File: src/common/actr_pkg.sv
// constants, op codes and register map of the transfer decoder
// assumes a core that presents one 10-bit instruction word per cycle
package actr_pkg;

   // ----------------------------------------
   // widths
   // ----------------------------------------
   localparam int unsigned DP_W   = 6;
   localparam int unsigned N_NIB  = 13;
   localparam int unsigned N_PAIR = 5;

   // ----------------------------------------
   // instruction codes
   // ----------------------------------------
   localparam logic [9:0] C_PS3 = 10'h22b;
   localparam logic [9:0] C_I1  = 10'h217;
   localparam logic [9:0] C_I2  = 10'h218;
   localparam logic [9:0] C_J1  = 10'h202;
   localparam logic [9:0] C_K0  = 10'h21b;
   localparam logic [9:0] C_K1  = 10'h214;
   localparam logic [9:0] C_K2  = 10'h215;
   localparam logic [9:0] C_MR  = 10'h216;
   localparam logic [9:0] C_PU0 = 10'h22d;
   localparam logic [9:0] C_PU1 = 10'h22e;
   localparam logic [9:0] C_Q1  = 10'h204;
   localparam logic [9:0] C_Q2  = 10'h205;
   localparam logic [9:0] C_Q3  = 10'h206;
   localparam logic [9:0] C_PA  = 10'h2aa;
   localparam logic [9:0] C_PS  = 10'h235;
   localparam logic [9:0] C_R1  = 10'h23f;
   localparam logic [9:0] C_R3  = 10'h23b;
   localparam logic [9:0] C_RG  = 10'h209;
   localparam logic [9:0] C_SI  = 10'h238;
   localparam logic [5:0] C_TMA_HI = 6'h2b;

   // ----------------------------------------
   // operations, nibble targets first in index order
   // ----------------------------------------
   typedef enum logic [4:0] {
      OP_NONE, OP_PS3, OP_I1, OP_I2, OP_J1, OP_K0, OP_K1, OP_K2,
      OP_MR, OP_PU0, OP_PU1, OP_Q1, OP_Q2, OP_Q3,
      OP_PA, OP_PS, OP_R1, OP_R3, OP_RG, OP_SI, OP_TMA
   } actr_op_t;

   // pair slots
   localparam logic [2:0] P_PSR = 3'h0;
   localparam logic [2:0] P_PSC = 3'h1;
   localparam logic [2:0] P_R1  = 3'h2;
   localparam logic [2:0] P_R3  = 3'h3;
   localparam logic [2:0] P_SI  = 3'h4;

   // ----------------------------------------
   // bus map and reset values
   // ----------------------------------------
   localparam logic [7:0] A_CTRL = 8'h00;
   localparam logic [7:0] A_STAT = 8'h04;
   localparam logic [7:0] A_NIB  = 8'h40;
   localparam logic [7:0] A_PAIR = 8'h80;
   localparam logic [7:0] A_BITS = 8'h94;
   localparam int unsigned CTRL_EN = 0;
   localparam logic CTRL_RST = 1'b1;
   localparam logic [3:0] NIB_RST = 4'h0;
   localparam logic [7:0] PAIR_RST = 8'h00;

   function automatic actr_op_t actr_decode(input logic [9:0] w);
      actr_op_t op;
      op = OP_NONE;
      case (w)
         C_PS3: op = OP_PS3;
         C_I1:  op = OP_I1;
         C_I2:  op = OP_I2;
         C_J1:  op = OP_J1;
         C_K0:  op = OP_K0;
         C_K1:  op = OP_K1;
         C_K2:  op = OP_K2;
         C_MR:  op = OP_MR;
         C_PU0: op = OP_PU0;
         C_PU1: op = OP_PU1;
         C_Q1:  op = OP_Q1;
         C_Q2:  op = OP_Q2;
         C_Q3:  op = OP_Q3;
         C_PA:  op = OP_PA;
         C_PS:  op = OP_PS;
         C_R1:  op = OP_R1;
         C_R3:  op = OP_R3;
         C_RG:  op = OP_RG;
         C_SI:  op = OP_SI;
         default:
            if (w[9:4] == C_TMA_HI)
               op = OP_TMA;
      endcase
      return op;
   endfunction

endpackage

File: src/common/actr_dec_if.sv
// decode path between the execute top and its decoder
// assumes both ends sit in one clock domain
`timescale 1ns/1ps
`default_nettype none
interface actr_dec_if;
   import actr_pkg::*;
   logic [9:0] word;
   logic       vld;
   actr_op_t   op;
   logic [3:0] imm;
   modport dec (input word, input vld, output op, output imm);
   modport exe (output word, output vld, input op, input imm);
endinterface
`default_nettype wire

File: src/hdl/actr_top.sv
// execute stage of the accumulator-to-control transfer group
// assumes core state arrives on inputs and a classic wishbone master
`timescale 1ns/1ps
`default_nettype none

// Summary of operation
// - code 22b copies A to port structure control three, one cycle
// - interrupt control one load copies A, interrupt control two untouched
// - code 218 copies A to interrupt control two, no skip
// - code 202 copies A to serial control one
// - wakeup loads copy A to wakeup controls zero, one, two
// - codes 2b0-2bf store A at data pointer and X ^= low nibble
// - code 216 copies A to clock mode register
// - timer enable load copies only A bit 0
// - code 235 loads B:A into prescaler count and reload together
// - pull-up loads copy A to pull-up control zero or one
// - converter loads copy A to converter control one, two, three
// - code 23f loads B:A into timer one reload
// - code 23b loads B:A into timer three reload
// - code 209 copies A bit 0 to clock source select
// - code 238 loads B:A into serial shift register
module actr_top
   import actr_pkg::*;
(
   // clock and reset
   input  wire logic            clk_i,
   input  wire logic            rst_n_i,
   // core side
   input  wire logic [9:0]      instr_i,
   input  wire logic            instr_vld_i,
   input  wire logic [3:0]      acc_i,
   input  wire logic [3:0]      regb_i,
   input  wire logic [3:0]      x_i,
   input  wire logic [DP_W-1:0] data_pointer_i,
   output logic                 x_wr_o,
   output logic [3:0]           x_o,
   output logic                 ram_we_o,
   output logic [DP_W-1:0]      ram_addr_o,
   output logic [3:0]           ram_wdata_o,
   // control registers
   output logic [3:0]           port_struct_ctrl_three_o,
   output logic [3:0]           int_ctrl_one_o,
   output logic [3:0]           int_ctrl_two_o,
   output logic [3:0]           serial_ctrl_one_o,
   output logic [3:0]           wakeup_ctrl_zero_o,
   output logic [3:0]           wakeup_ctrl_one_o,
   output logic [3:0]           wakeup_ctrl_two_o,
   output logic [3:0]           clock_mode_reg_o,
   output logic [3:0]           pullup_ctrl_zero_o,
   output logic [3:0]           pullup_ctrl_one_o,
   output logic [3:0]           conv_ctrl_one_o,
   output logic [3:0]           conv_ctrl_two_o,
   output logic [3:0]           conv_ctrl_three_o,
   output logic                 timer_enable_bit_o,
   output logic                 clock_source_select_o,
   output logic [7:0]           prescaler_reload_o,
   output logic [7:0]           prescaler_count_o,
   output logic                 prescaler_load_o,
   output logic [7:0]           reload_timer_one_o,
   output logic [7:0]           reload_timer_three_o,
   output logic [7:0]           serial_shift_o,
   // wishbone slave
   input  wire logic            wb_cyc_i,
   input  wire logic            wb_stb_i,
   input  wire logic            wb_we_i,
   input  wire logic [7:0]      wb_adr_i,
   input  wire logic [3:0]      wb_sel_i,
   input  wire logic [31:0]     wb_dat_i,
   output logic [31:0]          wb_dat_o,
   output logic                 wb_ack_o
);

   // ----------------------------------------
   // decode
   // ----------------------------------------
   actr_dec_if dif ();
   assign dif.word = instr_i;
   assign dif.vld  = instr_vld_i;

   actr_decode u_dec (
      .d (dif)
   );

   logic     en_q, en_d;
   logic     ex;
   actr_op_t op;
   assign op = dif.op;
   assign ex = en_q && (op != OP_NONE);

   // ----------------------------------------
   // destination registers
   // ----------------------------------------
   logic [3:0]      nib_q  [N_NIB];
   logic [3:0]      nib_d  [N_NIB];
   logic [7:0]      pair_q [N_PAIR];
   logic [7:0]      pair_d [N_PAIR];
   logic            pa_q, pa_d, rg_q, rg_d, psl_q, psl_d;
   logic            xw_q, xw_d, rw_q, rw_d;
   logic [3:0]      x_q, x_d, rd_q, rd_d;
   logic [DP_W-1:0] ra_q, ra_d;
   logic [7:0]      cnt_q, cnt_d;
   actr_op_t        last_q, last_d;

   always_comb
   begin
      nib_d  = nib_q;
      pair_d = pair_q;
      pa_d   = pa_q;
      rg_d   = rg_q;
      psl_d  = 1'b0;
      xw_d   = 1'b0;
      rw_d   = 1'b0;
      x_d    = x_q;
      rd_d   = rd_q;
      ra_d   = ra_q;
      cnt_d  = cnt_q;
      last_d = last_q;
      if (ex)
      begin
         cnt_d  = cnt_q + 8'h01;
         last_d = op;
         if (op >= OP_PS3 && op <= OP_Q3)
            nib_d[4'(op - OP_PS3)] = acc_i;
         case (op)
            OP_PA: pa_d = acc_i[0];
            OP_RG: rg_d = acc_i[0];
            OP_PS:
            begin
               pair_d[P_PSR] = {regb_i, acc_i};
               pair_d[P_PSC] = {regb_i, acc_i};
               psl_d         = 1'b1;
            end
            OP_R1: pair_d[P_R1] = {regb_i, acc_i};
            OP_R3: pair_d[P_R3] = {regb_i, acc_i};
            OP_SI: pair_d[P_SI] = {regb_i, acc_i};
            OP_TMA:
            begin
               rw_d = 1'b1;
               ra_d = data_pointer_i;
               rd_d = acc_i;
               xw_d = 1'b1;
               x_d  = x_i ^ dif.imm;
            end
            default: ;
         endcase
      end
   end

   always_ff @(posedge clk_i)
   begin
      if (!rst_n_i)
      begin
         for (int i = 0; i < N_NIB; i++)
            nib_q[i] <= NIB_RST;
         for (int i = 0; i < N_PAIR; i++)
            pair_q[i] <= PAIR_RST;
         pa_q   <= 1'b0;
         rg_q   <= 1'b0;
         psl_q  <= 1'b0;
         xw_q   <= 1'b0;
         rw_q   <= 1'b0;
         x_q    <= 4'h0;
         rd_q   <= 4'h0;
         ra_q   <= '0;
         cnt_q  <= 8'h00;
         last_q <= OP_NONE;
      end
      else
      begin
         nib_q  <= nib_d;
         pair_q <= pair_d;
         pa_q   <= pa_d;
         rg_q   <= rg_d;
         psl_q  <= psl_d;
         xw_q   <= xw_d;
         rw_q   <= rw_d;
         x_q    <= x_d;
         rd_q   <= rd_d;
         ra_q   <= ra_d;
         cnt_q  <= cnt_d;
         last_q <= last_d;
      end
   end

   // ----------------------------------------
   // outputs
   // ----------------------------------------
   assign port_struct_ctrl_three_o = nib_q[0];
   assign int_ctrl_one_o           = nib_q[1];
   assign int_ctrl_two_o           = nib_q[2];
   assign serial_ctrl_one_o        = nib_q[3];
   assign wakeup_ctrl_zero_o       = nib_q[4];
   assign wakeup_ctrl_one_o        = nib_q[5];
   assign wakeup_ctrl_two_o        = nib_q[6];
   assign clock_mode_reg_o         = nib_q[7];
   assign pullup_ctrl_zero_o       = nib_q[8];
   assign pullup_ctrl_one_o        = nib_q[9];
   assign conv_ctrl_one_o          = nib_q[10];
   assign conv_ctrl_two_o          = nib_q[11];
   assign conv_ctrl_three_o        = nib_q[12];
   assign timer_enable_bit_o       = pa_q;
   assign clock_source_select_o    = rg_q;
   assign prescaler_reload_o       = pair_q[P_PSR];
   assign prescaler_count_o        = pair_q[P_PSC];
   assign prescaler_load_o         = psl_q;
   assign reload_timer_one_o       = pair_q[P_R1];
   assign reload_timer_three_o     = pair_q[P_R3];
   assign serial_shift_o           = pair_q[P_SI];
   assign x_wr_o                   = xw_q;
   assign x_o                      = x_q;
   assign ram_we_o                 = rw_q;
   assign ram_addr_o               = ra_q;
   assign ram_wdata_o              = rd_q;

   // ----------------------------------------
   // wishbone slave
   // ----------------------------------------
   logic        ack_q, ack_d;
   logic [31:0] dat_q, dat_d, rmux;
   logic [7:0]  ofs;
   assign ofs = wb_adr_i - A_NIB;

   always_comb
   begin
      rmux = 32'h0000_0000;
      if (wb_adr_i == A_CTRL)
         rmux[CTRL_EN] = en_q;
      else if (wb_adr_i == A_STAT)
         rmux = {19'h0, 5'(last_q), cnt_q};
      else if (wb_adr_i[1:0] == 2'b00 && wb_adr_i >= A_NIB
               && wb_adr_i < A_NIB + 8'(4 * N_NIB))
         rmux[3:0] = nib_q[4'(ofs[7:2])];
      else if (wb_adr_i[1:0] == 2'b00 && wb_adr_i >= A_PAIR
               && wb_adr_i < A_PAIR + 8'(4 * N_PAIR))
         rmux[7:0] = pair_q[3'(wb_adr_i[4:2])];
      else if (wb_adr_i == A_BITS)
         rmux[1:0] = {rg_q, pa_q};
      ack_d = wb_cyc_i && wb_stb_i && !ack_q;
      dat_d = ack_d ? rmux : dat_q;
      en_d  = en_q;
      if (wb_cyc_i && wb_stb_i && wb_we_i && ack_q
          && wb_adr_i == A_CTRL && wb_sel_i[0])
         en_d = wb_dat_i[CTRL_EN];
   end

   always_ff @(posedge clk_i)
   begin
      if (!rst_n_i)
      begin
         ack_q <= 1'b0;
         dat_q <= 32'h0000_0000;
         en_q  <= CTRL_RST;
      end
      else
      begin
         ack_q <= ack_d;
         dat_q <= dat_d;
         en_q  <= en_d;
      end
   end

   assign wb_ack_o = ack_q;
   assign wb_dat_o = dat_q;

   logic store_go;
   assign store_go = en_q && instr_vld_i && instr_i[9:4] == C_TMA_HI;
endmodule // actr_top
`default_nettype wire

File: src/hdl/actr_decode.sv
// instruction decoder for the transfer group
// assumes the word is stable for the cycle in which vld is high
`timescale 1ns/1ps
`default_nettype none
module actr_decode
   import actr_pkg::*;
(
   // decode path
   actr_dec_if.dec d
);

   // ----------------------------------------
   // decode
   // ----------------------------------------
   always_comb
   begin
      d.op  = OP_NONE;
      d.imm = d.word[3:0];
      if (d.vld)
         d.op = actr_decode(d.word);
   end

endmodule // actr_decode
`default_nettype wire

File: config.mk
export PLATFORM = sky130hd
export DESIGN_NAME = actr_top
export DESIGN_NICKNAME = d
export VERILOG_FILES = /design/src/common/actr_pkg.sv /design/src/common/actr_dec_if.sv /design/src/hdl/actr_top.sv /design/src/hdl/actr_decode.sv
export SDC_FILE = /design/constraint.sdc
export NUM_CORES = 1
export LEC_CHECK = 0
export BUFFER_PORTS_ARGS = -buffer_cell sky130_fd_sc_hd__clkbuf_2
export CAP_MARGIN = 15
export CORE_MARGIN = 2
export CORE_UTILIZATION = 45
export CTS_CLUSTER_SIZE = 14
export DETAILED_ROUTE_END_ITERATION = 7
export GPL_TIMING_DRIVEN = 0
export PLACE_DENSITY = 0.73
export SLEW_MARGIN = 20
export SYNTH_ARGS = -nofsm -noshare
export SYNTH_HDL_FRONTEND = slang
export SYNTH_HIERARCHICAL = 1
export SYNTH_SLANG_ARGS = --single-unit
File: constraint.sdc
create_clock -name clk_i -period 4 [get_ports clk_i]
set_input_delay 0.8 -clock clk_i [delete_from_list [all_inputs] [get_ports clk_i]]
set_output_delay 0.8 -clock clk_i [all_outputs]
set_load 0.01 [all_outputs]
======== Yosys cells after proc, flatten, opt, wreduce, memory -nomap -nowiden ========
Cells that the tools add are included.
Widths: inputs -> output; s select.
word-level totals
  register bits ........................... 149
  bits of input ports ..................... 78
  output and inout port bits .............. 144
  word-level logic and storage cells ...... 124
operators by class
  $add $sub $neg .......................... 3
  magnitude comparators ................... 10
  equality and inequality tests ........... 29
  muxes and demuxes ....................... 23
  bitwise operators ....................... 4
  reduce and logical (&&, ||, !) cells .... 26
operators by type and width
  operator              number
  $eq 10x10->1 const B  19
  $pmux 5 s19           1
  $bwmux 52             1
  $mux 31               1
  $eq 5x5->1 const B    5
  $bmux 8 s3            1
  $mux 8                3
  $mux 4                5
  $reduce_and 2->1      9
  $bmux 4 s4            1
  $demux 4 s4           1
  $mux 5                3
  $logic_and 1x1->1     13
  $eq 5x4->1 const B    2
  $ge 5x5->1 const B    2
  $not 4->5             2
  $add 8x1->8 const B   1
  $eq 8x3->1 const B    1
  $eq 8x8->1 const B    1
  $ge 8x7->1 const B    1
  $ge 8x8->1 const B    1
  $logic_not 8->1       1
  $lt 8x7->1 const B    1
  $lt 8x8->1 const B    1
  other kinds (15)      18

======== Logic depth before layout (Yosys ltp) ========
Gate-level depths: netlist of run 1.
  depth after elaboration ................. 11
  depth in mapped cells ................... 14
  depth with buffers taken out ............ 10

======== Modules after synthesis ========
The synthesis of run 1 kept the hierarchy.
modules (own cells, without submodules)
  module       times used  cells an instance  area an instance (um^2)  sequential area each (um^2)
  actr_top     1           694                6054.6                   2602.5
  actr_decode  1           79                 521.8                    0.0

======== Least setup slack after synthesis of run 1 ========
OpenSTA, ideal clock, no wires.
  path type ............................... input port to flip-flop
  from .................................... input instr_i[4]
  to ...................................... register pair_q (netlist bit serial_shift_o[0])
  library setup time ...................... 0.128 ns
  data arrival time ....................... 3.063 ns
  data required time ...................... 3.872 ns
  path slack .............................. 0.809 ns
  stages on the path ...................... 10
  path buffers ............................ 1
  cells stage by stage .................... buf_2 > nand3b_1 > nor4b_1 > a21oi_1 > a2bb2oi_1 > a211oi_1 > nand2_1 > nor4_4 > mux2i_1 > nor2_1
on the way
  elaborated cells on any way between the ends .. 27
  classes of those cells .................. 21 x eq/ne; 3 x mux; 3 x reduce/logical
RTL lines
  item                          line               RTL
  start, declared               actr_top.sv:29     input wire logic [9:0] instr_i,
  $eq 10x10->1                  actr_pkg.sv:68     case (w)
  $pmux 5 s19 *                 actr_pkg.sv:68
  $mux 5 *                      actr_decode.sv:19  if (d.vld)
  via dif.op[1]                 actr_dec_if.sv:9   actr_op_t op;
  $reduce_bool 5->1             actr_top.sv:88     assign ex = en_q && (op != OP_NONE);
  $logic_and 1x1->1             actr_top.sv:88
  $reduce_and 2->1 (no line) *  -
  end signal, assigned          actr_top.sv:171    pair_q <= pair_d;
  end, declared                 actr_top.sv:95     logic [7:0] pair_q [N_PAIR];
Mark *: on every way through the listed nets, which the timed path passes. The rest lies on a longest branch.
A chain may end at the register's enable or synchronous reset.

======== Worst setup path in the final report of run 1 ========
  from .................................... input instr_i[4]
  to ...................................... register pair_q (netlist bit serial_shift_o[2])
The elaborated chain is that of the path after synthesis.

==> impl_metrics.json, run 1 <==
{
  "cpMaxStageDelayCell": "nor4_4",
  "cp-start-kind": "primary input",
  "numClockSinks": 130,
  "r2r_slack_ns": 2.04,
  "grt_use_total": 0.262,
  "io_pins": 222,
  "fin_skew_ns": 0.0107,
  "max_stage_delay_ns": 0.77,
  "grt.met2_usage": 0.420,
  "portBuffers": 159,
  "cts_tree": "yes",
  "worstHoldPathType": "flip-flop to flip-flop",
  "synth_compound_area_frac": 0.138,
  "die_x_um": 125,
  "worst_ep_required_time_ns": 4.27,
  "synthMuxAreaShare": 0.140,
  "netlist_area_sq_mm": 0.00658,
  "antenna_found_initial": 0,
  "yosys.area_share.xor_xnor": 0.0173,
  "synth-main-ff-cell": "dfxtp_1",
  "synthDistinctLibCells": 67,
  "ys_warn_count": 6,
  "synth_top_area_share": 0.396,
  "die_h_um": 125,
  "grt_pass1_vias": 5980,
  "crit_arrival_ns": 3.83,
  "synth-seq-cells": 130,
  "crit_path_end_kind": "flip-flop",
  "synthCells": 773,
  "synth.avg_cell_area_sq_um": 8.51,
  "numCtsBuffers": 17,
  "finalCritPeriodShare": 0.890,
  "num-nets-final": 1048,
  "die-area_sq_mm": 0.0156,
  "clockBufferDepth": 2,
  "cp_num_cells": 10,
  "clk_pin_slew_ns": 0.06,
  "postRouteWirelength_mm": 21.0,
  "h-tree-depth": 4,
  "cp-startpoint": "instr_i[4]",
  "n_antenna_cell": 0,
  "power_density_mw_per_mm2": 371,
  "async_reset_ff_frac": 0,
  "nFillCells": 1362,
  "crit_type": "primary input to flip-flop",
  "grt.busiest_layer": "met2",
  "fin_util": 0.572,
  "ctsHoldBuffers": 0,
  "syn2layout_area_growth_pct": 25.5,
  "synth_top_family_by_area": "simple AND/OR/NAND/NOR gates",
  "first_iter_violations": 566,
  "std_cell_rows": 44,
  "synth_area_leader_cell": "dfxtp_1",
  "reg2regPathDepth": 6,
  "path_cells": "buf_2, nand3b_1, nor4b_1, a21oi_1, a2bb2oi_1, a211oi_1, nand2_1, nor4_4, mux2i_1, nor2_1",
  "slew_headroom": 0.355,
  "fmax_mhz": 281,
  "maxCapViolations": 0,
  "crit_fanout": 9,
  "grtUsageMet3": 0.0627,
  "synthAdderAreaFrac": 0.00190,
  "initial_core_util": 0.456,
  "fin_setup_tns_ns": 0,
  "status": "complete, no violations",
  "ys_seq_area_frac": 0.396,
  "worstHoldStart": "ram_wdata_o[0]$_SDFFE_PN0P_",
  "hold_path_depth": 2,
  "p_leak_nw": 3.67,
  "place.gp.congestion": 0.940,
  "grt-ovfl-total": 0,
  "cts_setup_buffers": 0,
  "yosys.area_share.simple": 0.221,
  "cts_root_buf": "clkbuf_16",
  "finalSetupViolCount": 0,
  "drv_slew": 0,
  "remaining_drc_errors": 0,
  "dp_hpwl_mm": 15.5,
  "path_buf_inv": 1,
  "drive_gt1_frac": 0.278,
  "drtPass1Iterations": 5,
  "core_area_sq_mm": 0.0144,
  "worst_pin_slew_ns": 0.960,
  "hold_end": "ram_wdata_o[0]$_SDFFE_PN0P_",
  "wl_per_cell_um": 18.0,
  "period_minus_slack_ns": 3.56,
  "rr_endpoint": "prescaler_count_o[7]$_SDFFE_PN0P_",
  "post_cts_resized": 0,
  "finalHoldViolCount": 0,
  "ant_nets": 0,
  "ys_top_cells_by_area": "dfxtp_1, mux2i_1, nor2_1",
  "num_vias": 6448,
  "regToRegStartpoint": "en_q$_SDFFE_PN1P_",
  "crit_family": "simple AND/OR/NAND/NOR gates",
  "insertion_delay_ns": 0.42,
  "synth_edf_count": 0,
  "grt_max_degree": 17,
  "grt_pass1_wl_mm": 32.2,
  "rsz0062_at_grt": "no",
  "irDropWorstVdd_v": 0.000313,
  "via_per_inst": 5.53,
  "use_met1": 0.341
}
[state kept, by name, summed over array words and instances, names as in the netlist, 5 cells and up]
signal	cells
wb_dat_o	13
prescaler_count_o	8
ram_addr_o	6
last_q	5
reload_timer_one_o	8
reload_timer_three_o	8
cnt_q	8
serial_shift_o	8
[layer usage]
layer  up-vias  share of wire
met5         -              0
met4         0          0.030
met1      2990           0.42
met3        62          0.087
li1       3057              -
met2       339           0.46
[logic make-up (layout without fill, tap and decap cells)]
family | after synthesis | count (layout)
AND/OR/NAND/NOR | 301 | 301
AO/OA/AOI/OAI | 145 | 145
flip-flops | 130 | 130
buffers and inverters | 100 | 291
multiplexers | 82 | 82
XOR/XNOR | 13 | 13
adder cells (fa/ha/maj) | 1 | 1
other | 1 | 19
[how the worst max path moves through the flow]
stage,end
2_1_floorplan,serial_shift_o[0]$_SDFFE_PN0P_
5_1_grt,serial_shift_o[6]$_SDFFE_PN0P_
3_5_place_dp,serial_shift_o[1]$_SDFFE_PN0P_
6_report,serial_shift_o[2]$_SDFFE_PN0P_
3_3_place_gp,serial_shift_o[1]$_SDFFE_PN0P_
4_1_cts,serial_shift_o[1]$_SDFFE_PN0P_
[power by group]
part	internal (W)	switching (W)	total, W
clock network	0.000920	0.000606	0.00153
logic	0.0000832	0.000152	0.000235
registers	0.00130	0.00000397	0.00130
total	0.00230	0.000762	0.00306
[cell usage in the layout, fill, tap and decap left out, types with 4 or more instances in the layout]
cell and count:
a211oi_1 13, a21o_1 4, a21oi_1 61, a222oi_1 5
a22oi_1 8, a31oi_1 4, and3_1 9, buf_2 17
buf_4 36, buf_6 4, clkbuf_1 33, clkbuf_16 17
clkbuf_2 159, clkinv_4 5, conb_1 19, dfxtp_1 130
inv_1 6, mux2i_1 72, mux4_2 5, nand2_1 86
nand2b_1 12, nand3_1 36, nand3b_1 5, nand4_1 9
nor2_1 102, nor2b_1 6, nor3_1 8, o21a_1 7
o21ai_0 19, o22ai_1 5, xnor2_1 7, xor2_1 6
[synthesized netlist by cell type (3+ instances only)]
cell type  instances
a211oi_1          13
a21o_1             4
a21oi_1           61
a222oi_1           5
a22oi_1            8
a31oi_1            4
and2_1             3
and3_1             9
buf_1              3
buf_2             17
buf_4             36
buf_6              4
clkbuf_1          33
dfxtp_1          130
inv_1              6
mux2_2             3
mux2i_1           72
mux4_2             5
nand2_1           86
nand2b_1          12
nand3_1           36
nand3b_1           5
nand4_1            9
nor2_1           102
nor2b_1            6
nor3_1             8
o21a_1             7
o21ai_0           19
o22ai_1            5
xnor2_1            7
xor2_1             6
[tightest hold or removal path, cell delays in order, from the launching register on]
cell,delay (ns)
dfxtp_1,0.31
nand2_1,0.05
a21oi_1,0.05
[area by class of cell]
class | instances | area (sq um) | area share
multi-input combinational | 561 | 3480 | 0.422
tap | 184 | 230 | 0.0279
sequential | 130 | 2600 | 0.315
clock inverter | 15 | 159 | 0.0193
buffer | 93 | 536 | 0.0649
timing repair buffer | 159 | 796 | 0.0964
clock buffer | 17 | 425 | 0.0515
inverter | 7 | 26.3 | 0.00318
[stage by stage]
stage	hold slack [ns]	power [W]	area, sq um	instances	setup WS (ns)
after floorplan	0.436	0.00148	6640	791	0.809
after global placement	0.443	0.00156	7670	1134	0.0971
after CTS	0.455	0.00307	8250	1166	0.528
final	0.452	0.00306	8250	1166	0.442
after detailed placement	0.447	0.00156	7670	1134	0.120
after global routing	0.480	0.00315	8250	1166	0.129
(Power assumes the default switching activity.)
==> run 2, diff against run 1 <==
Settings changed: PLACE_DENSITY 0.73 to default, PLACE_DENSITY_LB_ADDON from default to 0.25.
==> run 2 against run 1 <==
  * Via count about the same
  * Critical path depth did not move
  * Clock power is 3% higher
  * Maximum frequency increased by 0.12%
  * Non-clock buffer count stayed put
  * Sequential cell count did not move
  * Total power increased by 1.9%
  * Sequential power barely moved
  * Final area up 0.14%
==> impl_metrics.json, run 2 (same netlist as run 1, synthesis figures left out) <==
{
  "cts_setup_buffers": 0,
  "drtPass1Iterations": 6,
  "grt_pass1_wl_mm": 31.9,
  "drv_slew": 0,
  "nFillCells": 1414,
  "crit_type": "primary input to flip-flop",
  "die-area_sq_mm": 0.0156,
  "dp_hpwl_mm": 15.3,
  "worst_pin_slew_ns": 0.966,
  "grt-ovfl-total": 0,
  "status": "complete, no violations",
  "slew_headroom": 0.351,
  "cts_root_buf": "clkbuf_16",
  "initial_core_util": 0.456,
  "crit_arrival_ns": 3.84,
  "place.gp.congestion": 0.953,
  "finalHoldViolCount": 0,
  "power_density_mw_per_mm2": 378,
  "multiInputGateArea_sq_mm": 0.00348,
  "layout_common_cells": "clkbuf_2, dfxtp_1, nor2_1",
  "fin_setup_tns_ns": 0,
  "fin_util": 0.573,
  "postRouteWirelength_mm": 20.9,
  "ctsHoldBuffers": 0,
  "largest_reg_flops": 13,
  "numClockSinks": 130,
  "num_vias": 6447,
  "post_cts_resized": 0,
  "dpl_worst_slack_ns": 0.109,
  "wl_per_cell_um": 17.9,
  "fmax_mhz": 281,
  "antenna_found_initial": 0,
  "die_h_um": 125,
  "grt_max_degree": 17,
  "irDropWorstVdd_v": 0.000333,
  "worst_ep_required_time_ns": 4.29,
  "layout_commonest_cell": "clkbuf_2",
  "via_per_inst": 5.53,
  "insertion_delay_ns": 0.43,
  "syn2layout_area_growth_pct": 25.7,
  "portBuffers": 159,
  "p_leak_nw": 3.69,
  "crit_path_end_kind": "flip-flop",
  "crit_fanout": 9,
  "worstHoldPathType": "flip-flop to flip-flop",
  "cts_tree": "yes",
  "cpMaxStageDelayCell": "nor4_4",
  "n_antenna_cell": 0,
  "grt_use_total": 0.262,
  "h-tree-depth": 4,
  "rsz0062_at_grt": "no",
  "num-nets-final": 1048,
  "path_cells": "buf_2, nand3b_1, nor4b_1, a21oi_1, a2bb2oi_1, a211oi_1, nand2_1, nor4_4, mux2i_1, nor2_1",
  "placed_area_sq_mm": 0.00767,
  "max_stage_delay_ns": 0.78,
  "remaining_drc_errors": 0,
  "maxCapViolations": 0,
  "std_cell_rows": 44,
  "fin_skew_ns": 0.00518,
  "setup_ws_ns": 0.446,
  "ff_latch_area_sq_mm": 0.00260,
  "r2r_slack_ns": 2.03,
  "cp-start-kind": "primary input",
  "crit_family": "simple AND/OR/NAND/NOR gates",
  "clockBufferDepth": 2,
  "clk_pin_slew_ns": 0.05,
  "io_pins": 222,
  "drive_gt1_frac": 0.275,
  "final_cell_area_sq_mm": 0.00827,
  "period_minus_slack_ns": 3.55,
  "die_x_um": 125,
  "ant_nets": 0,
  "core_area_sq_mm": 0.0144,
  "path_buf_inv": 1,
  "finalCritPeriodShare": 0.888,
  "grt_pass1_vias": 5799,
  "first_iter_violations": 540,
  "finalSetupViolCount": 0,
  "numCtsBuffers": 17
}
run 2: worst reg2reg max path: stages (launching register included):
cell     delay, ns
dfxtp_1       0.38
nor2b_1       0.14
buf_2         0.21
nand3_1       0.14
nor2_2        0.63
mux2i_1       0.28
nor2_1        0.06
run 2: final timing paths:
path,endpoint,cells after the start,start
max reg2reg,prescaler_count_o[0]$_SDFFE_PN0P_,6,en_q$_SDFFE_PN1P_
min reg2reg,ram_addr_o[3]$_SDFFE_PN0P_,2,ram_addr_o[3]$_SDFFE_PN0P_
min,ram_addr_o[3]$_SDFFE_PN0P_,2,ram_addr_o[3]$_SDFFE_PN0P_
max,serial_shift_o[2]$_SDFFE_PN0P_,10,instr_i[4]
run 2: final cells by class:
cell class                      count  share of cell area
Tap cell                          184              0.0279
Multi-Input combinational cell    561               0.421
Buffer                             93              0.0648
Sequential cell                   130               0.315
Timing Repair Buffer              159              0.0963
Inverter                            7             0.00318
Clock inverter                     10              0.0159
Clock buffer                       22              0.0562
run 2: where the power goes:
part	internal (W)	switching (W)	total [W]
sequential	0.00130	0.00000380	0.00130
combinational	0.0000831	0.000152	0.000235
clock	0.00101	0.000576	0.00158
total	0.00239	0.000732	0.00312
run 2: per-layer routing:
metal,up-vias,share of wire,track usage
met3,37,0.084,0.0619
met1,3033,0.44,0.356
met4,0,0.021,0.0980
met2,317,0.45,0.406
met5,-,0,0
li1,3060,-,-
run 2: through the flow:
step	power [W]	std cells	hold WS (ns)
after global placement	0.00156	1134	0.442
after detailed placement	0.00156	1134	0.448
after CTS	0.00312	1166	0.455
final	0.00312	1166	0.453
after floorplan	0.00148	791	0.436
after global routing	0.00321	1166	0.477
